[src/evmask_pkg.sv]
// package for the event flag and mask bank
// assumes a byte-wide register port and a single 100 MHz clock
package evmask_pkg;

  // register indices on the control port
  localparam logic [7:0] FIRST_FLAGS_ADDR = 8'h39;
  localparam logic [7:0] FIRST_MASK_ADDR  = 8'h3a;
  localparam logic [7:0] PIN_FLAGS_ADDR   = 8'h3b;
  localparam logic [7:0] PIN_MASK_ADDR    = 8'h3c;

  // reset values
  localparam logic [7:0] FLAGS_RESET      = 8'h00;
  localparam logic [7:0] MASK_FALLBACK    = 8'hff;
  localparam logic [7:0] RDATA_RESET      = 8'h00;

  // first-group field positions
  localparam int HOLD_FALL_BIT   = 0;
  localparam int SUPPLY_MON_BIT  = 1;
  localparam int BUTTON_BIT      = 2;
  localparam int BUTTON_LONG_BIT = 3;
  localparam int HOLD_RISE_BIT   = 4;
  localparam int OVERTEMP_BIT    = 5;
  localparam int PIN1_RISE_BIT   = 6;
  localparam int PIN1_FALL_BIT   = 7;

  // pin-edge layout: pin n (2..5) rise at bit 2*(n-2), fall one above
  localparam int EDGE_PINS = 4;

  // register port request
  typedef struct packed {
    logic [7:0] addr;
    logic [7:0] wdata;
    logic       wr;
    logic       rd;
  } reg_req_s;

endpackage : evmask_pkg

[src/event_flag_mask_bank.sv]
// event flag and mask bank: two sticky flag registers, two mask registers,
// one level interrupt output.
// assumes event inputs are one-cycle pulses synchronous to CLK_IN and that
// pin levels are already synchronised; mask defaults arrive from the
// nonvolatile configuration on static inputs.
//
// Behaviour
// - first-group mask at 3Ah, eight event masks
// - mask zero passes event, one blocks it
// - reset loads factory masks a cycle after release, clears all flags
// - pin-edge flags at 3Bh, pins two to five
// - edge flag sets on edge, holds till cleared
// - write one clears flag, zero leaves it
// - all pin-edge flags zero after reset
// - pin-edge mask at 3Ch, same layout
// - first-group flags at 39h, write-one clear
`timescale 1ns/1ps
module event_flag_mask_bank (
  // clock and reset
  input  wire logic       CLK_IN,
  input  wire logic       RST_IN,
  // factory mask defaults
  input  wire logic [7:0] FIRST_MASK_DEFAULT_IN,
  input  wire logic [7:0] PIN_MASK_DEFAULT_IN,
  // first-group event pulses, laid out as the flag register
  input  wire logic [7:0] FIRST_EVENT_IN,
  // pin levels of pins two to five, bit 0 is pin two
  input  wire logic [3:0] PIN_LEVEL_IN,
  // register port
  input  wire logic [7:0] ADDR_IN,
  input  wire logic [7:0] WDATA_IN,
  input  wire logic       WR_IN,
  input  wire logic       RD_IN,
  output logic      [7:0] RDATA_OUT,
  // interrupt
  output logic            IRQ_OUT
);

  evmask_pkg::reg_req_s req;
  logic [7:0] first_flags_q;
  logic [7:0] first_mask_q;
  logic [7:0] pin_flags_q;
  logic [7:0] pin_mask_q;
  logic [3:0] pin_prev_q;
  logic       seeded_q;
  logic [7:0] pin_edge;
  logic [7:0] rdata_d;

  assign req = '{addr: ADDR_IN, wdata: WDATA_IN, wr: WR_IN, rd: RD_IN};

  // previous pin levels; first cycle after reset only seeds them
  always_ff @(posedge CLK_IN) begin
    if (RST_IN) begin
      pin_prev_q <= 4'h0;
      seeded_q   <= 1'b0;
    end else begin
      pin_prev_q <= PIN_LEVEL_IN;
      seeded_q   <= 1'b1;
    end
  end

  // per pin: rise at even bit, fall at odd bit
  genvar g;
  generate
    for (g = 0; g < evmask_pkg::EDGE_PINS; g++) begin : g_edge
      assign pin_edge[2*g]   = seeded_q & PIN_LEVEL_IN[g] & ~pin_prev_q[g];
      assign pin_edge[2*g+1] = seeded_q & ~PIN_LEVEL_IN[g] & pin_prev_q[g];
    end
  endgenerate

  // first-group sticky flags; a new event beats a same-cycle clear
  always_ff @(posedge CLK_IN) begin
    if (RST_IN) begin
      first_flags_q <= evmask_pkg::FLAGS_RESET;
    end else begin
      first_flags_q <= (first_flags_q
                        & ~((req.wr && req.addr == evmask_pkg::FIRST_FLAGS_ADDR)
                            ? req.wdata : 8'h00))
                       | FIRST_EVENT_IN;
    end
  end

  // pin-edge sticky flags, captured whatever the mask says
  always_ff @(posedge CLK_IN) begin
    if (RST_IN) begin
      pin_flags_q <= evmask_pkg::FLAGS_RESET;
    end else begin
      pin_flags_q <= (pin_flags_q
                      & ~((req.wr && req.addr == evmask_pkg::PIN_FLAGS_ADDR)
                          ? req.wdata : 8'h00))
                     | pin_edge;
    end
  end

  // reset value must be a constant, so defaults are loaded on the
  // first cycle after release; masks stay all-blocking until then
  always_ff @(posedge CLK_IN) begin
    if (RST_IN) begin
      first_mask_q <= evmask_pkg::MASK_FALLBACK;
      pin_mask_q   <= evmask_pkg::MASK_FALLBACK;
    end else if (!seeded_q) begin
      first_mask_q <= FIRST_MASK_DEFAULT_IN;
      pin_mask_q   <= PIN_MASK_DEFAULT_IN;
    end else if (req.wr) begin
      if (req.addr == evmask_pkg::FIRST_MASK_ADDR) begin
        first_mask_q <= req.wdata;
      end
      if (req.addr == evmask_pkg::PIN_MASK_ADDR) begin
        pin_mask_q <= req.wdata;
      end
    end
  end

  // read mux; unmapped addresses read zero
  always_comb begin
    rdata_d = 8'h00;
    case (req.addr)
      evmask_pkg::FIRST_FLAGS_ADDR: rdata_d = first_flags_q;
      evmask_pkg::FIRST_MASK_ADDR:  rdata_d = first_mask_q;
      evmask_pkg::PIN_FLAGS_ADDR:   rdata_d = pin_flags_q;
      evmask_pkg::PIN_MASK_ADDR:    rdata_d = pin_mask_q;
      default:                      rdata_d = 8'h00;
    endcase
  end

  // read data stands only in the cycle after the strobe
  always_ff @(posedge CLK_IN) begin
    if (RST_IN) begin
      RDATA_OUT <= evmask_pkg::RDATA_RESET;
    end else begin
      RDATA_OUT <= req.rd ? rdata_d : 8'h00;
    end
  end

  // registered level interrupt, one cycle behind the flags
  always_ff @(posedge CLK_IN) begin
    if (RST_IN) begin
      IRQ_OUT <= 1'b0;
    end else begin
      IRQ_OUT <= |(first_flags_q & ~first_mask_q)
               | |(pin_flags_q & ~pin_mask_q);
    end
  end

endmodule : event_flag_mask_bank

[config.mk]
export PLATFORM = sky130hd
export DESIGN_NAME = event_flag_mask_bank
export DESIGN_NICKNAME = d
export VERILOG_FILES = /design/src/evmask_pkg.sv /design/src/event_flag_mask_bank.sv
export SDC_FILE = /design/constraint.sdc
export NUM_CORES = 1
export LEC_CHECK = 0
export BUFFER_PORTS_ARGS = -buffer_cell sky130_fd_sc_hd__buf_2
export CORE_UTILIZATION = 40
export DETAILED_ROUTE_END_ITERATION = 16
export MAX_ROUTING_LAYER = met4
export PLACE_DENSITY = 0.77
export RECOVER_POWER = 25
export SYNTH_ARGS = -nofsm -noshare
export SYNTH_HDL_FRONTEND = slang
export SYNTH_SLANG_ARGS = --single-unit
export TNS_END_PERCENT = 10
[constraint.sdc]
create_clock -name CLK_IN -period 1.35 [get_ports CLK_IN]
set_input_delay 0.0675 -clock CLK_IN [delete_from_list [all_inputs] [get_ports CLK_IN]]
set_output_delay 0.0675 -clock CLK_IN [all_outputs]
set_load 0.01 [all_outputs]
==> run_results.csv <==
group,metric,value,unit
run_status,outcome,"completed",
hold_path,hold_class,"input pin to register",
synthesis,yosysMostFrequentCell,"dfxtp_1",
cells_and_area,n_fill_cell,528,
place,dp_slack,-0.1658,ns
sta,finalHoldViolCount,0,
detailed_routing,vias_per_cell,5.540,
cells_and_area,area_growth_syn_to_layout,26.23,%
sta,setup_viol,0,
clock_tree,insertion_delay,0.29,ns
global_routing,grt_pass1_vias,2113,
synthesis,ys.flop_type,"dfxtp_1",
global_routing,antenna_found_initial,0,
global_routing,grt_max_degree,43,
floorplan,rows,27,
setup_path,start_kind,"input pin",
setup_path,worst-path-max-fanout,15,
job,maxCapViolations,0,
sta,max_freq,0.8220,GHz
setup_path,cp.buffers_inverters,2,
synthesis,netlist_area,2290,um^2
cells_and_area,num_antenna_cells,0,
clock_tree,h-tree-depth,2,
floorplan,ios,57,
setup_path,r2r_slack,0.18,ns
sta,fin_ws,0.1335,ns
sta,max_slew.worst_pin.slew,0.4640,ns
setup_path,worstPathArrival,1.42,ns
clock_tree,path_clk_slew,0.08,ns
clock_tree,numCtsBuffers,5,
floorplan,start_util,41.58,%
synthesis,synth_area_leaders,"dfxtp_1, nor4b_1, a211oi_1",
place,io_buffers,56,
detailed_routing,drtIter0Drc,210,
setup_path,required,1.56,ns
setup_path,end_kind,"register",
setup_path,cp_slowest_cell,"or4b_4",
place,dpl_cell_area,2798,um^2
detailed_routing,num_vias,2266,
synthesis,syn_nets,319,
floorplan,core_area,5507,um^2
synthesis,yosys_warnings,0,
power,power_frac_seq,53.8,%
sta,rsz0062_at_grt,"no",
power,p_leak,1.122,nW
detailed_routing,ant_nets,0,
setup_path,path_cells,"buf_2 > or4b_4 > nor4_4 > buf_12 > nor4b_1 > a211oi_1",
detailed_routing,wl,6299,um
power,clkPwrFrac,30.2,%
power,powerDensity,955.2,nW/um^2
cells_and_area,nets,386,
place,gp_congestion,1.003,
power,ir_worst_vdd,0.0005366,V
synthesis,synth_cell_type_count,35,
clock_tree,clockBufferDepth,2,
sta,skew,0.006904,ns
global_routing,grt-ovfl-total,0,
sta,final-max-slew-violation-count,0,
synthesis,synth_edf_count,0,
place,hpwl,4788,um
synthesis,synthCells,271,
global_routing,grt_pass1_wl,10110,um
setup_path,slowest_delay,0.55,ns
clock_tree,clockRootBuffer,"clkbuf_8",
power,p_switching,0.7175,mW
power,internal_power,2.043,mW
synthesis,synth_largest_area_cell,"dfxtp_1",
setup_path,critical_path.top_delay_family,"simple AND/OR/NAND/NOR gates",
sta,period_share,90.11,%
setup_path,critPathKind,"input pin to register",
floorplan,die-width,77.66,um
setup_path,startpoint,"ADDR_IN[6]",
synthesis,synth_top_area_share,40.22,%
clock_tree,clock-sinks,46,
floorplan,die-area,6031,um^2
detailed_routing,wl_per_cell,15.40,um
sta,slew_headroom,69.07,%
cells_and_area,drive_above_1_share,24.93,%
detailed_routing,post-route-drc-count,0,
cells_and_area,final_cell_area,2890,um^2
synthesis,ys_ff_latch,46,
clock_tree,cts_setup_buffers,0,
synthesis,synth-seq-area-share,40.22,%
detailed_routing,dr.pass1.iters,4,
synthesis,syn_area_per_cell,8.449,um^2
setup_path,reg2reg_from,"pin_mask_q[0]",
power,switching_share,25.99,%
hold_path,min_from,"FIRST_EVENT_IN[5]",
synthesis,synthTopCellsByCount,"dfxtp_1, inv_1, nand2_1, nor3_1, clkbuf_1",
floorplan,dieHeight,77.66,um
clock_tree,cts_tree,"yes",
power,p_comb_share,16.1,%
synthesis,async_reset_ff_share,0,%
global_routing,grt_usage,22.37,%
sta,fin_crit,1.217,ns
## flip-flops by register name, summed over array words and instances, names as in the netlist
| signal | cells |
|---|---|
| RDATA_OUT | 8 |
| first_flags_q | 8 |
| first_mask_q | 8 |
| pin_flags_q | 8 |
| pin_mask_q | 8 |
| pin_prev_q | 4 |
| IRQ_OUT | 1 |
| seeded_q | 1 |
## path summary, 6_finish.rpt
| kind | to | cells past startpoint |
|---|---|---|
| setup / recovery | first_mask_q[0] | 6 |
| hold / removal | first_flags_q[5] | 3 |
| setup reg to reg | RDATA_OUT[0] | 3 |
| hold reg to reg | pin_flags_q[1] | 2 |
## stage by stage
| step | util [%] | total power [mW] | TNS [ns] | cells | hold slack (ns) |
|---|---|---|---|---|---|
| after floorplan | - | 1.740 | -0.4867 | 271 | 0.1957 |
| after global placement | 50.81 | 1.942 | -2.680 | 401 | 0.3018 |
| after detailed placement | 50.81 | 1.952 | -3.503 | 401 | 0.3110 |
| after CTS | 52.49 | 2.773 | 0 | 408 | 0.002915 |
| after global routing | 52.49 | 2.891 | 0 | 409 | 0.01098 |
| final | 52.49 | 2.761 | 0 | 409 | 0.008815 |
## area by class of cell
| type | instances | area, um^2 | area share (%) |
|---|---|---|---|
| clock buffers | 6 | 82.58 | 2.857 |
| repair buffers | 83 | 526.8 | 18.23 |
| flip-flops and latches | 46 | 920.9 | 31.86 |
| multi-input cells | 179 | 1184 | 40.95 |
| well taps | 72 | 90.09 | 3.117 |
| inverters | 23 | 86.33 | 2.987 |
## cells in the final DEF, fill, tap and decap left out, types with 8 or more instances in the layout
cell,instances
inv_1,23
nor3_1,18
nor4b_1,16
nand2_1,23
a21oi_1,16
nand3b_1,8
nor3b_1,8
clkbuf_1,9
dfxtp_1,46
buf_4,21
a211oi_1,14
a22oi_1,8
o21ai_1,16
buf_2,47
## tightest hold or removal path, cell delays in order
cell	delay, ns
buf_2	0.09
inv_1	0.04
a21oi_1	0.05
## kinds of logic after synthesis
logic type	after synthesis	synth area share [%]
compound gates	78	22.95
simple gates	98	27.43
flops	46	40.22
xor+xnor	1	0.3826
mux	2	0.8744
buf+inv	46	8.142
## timing repair
action                     in CTS  in global routing
hold buffers                    1                  1
hold endpoints to repair        1                  1
gates resized for setup         0                  1
setup endpoints to repair       0                  1
## metal layers
metal	global-route usage (%)	up-vias	routed length, um
met3	2.941	11	459
met1	28.95	1048	2713
met5	-	-	0
met4	7.170	0	104
li1	-	1117	-
met2	36.11	90	3022
## power by group through the flow
stage | registers (mW) | clock network (mW) | logic (mW)
3_3_place_gp | 1.51 | 0 | 0.429
3_5_place_dp | 1.51 | 0 | 0.437
4_1_cts | 1.48 | 0.849 | 0.441
5_1_grt | 1.49 | 0.913 | 0.486
2_1_floorplan | 1.49 | 0 | 0.246
6_report | 1.48 | 0.832 | 0.444
Power figures use the tool's default switching activity.
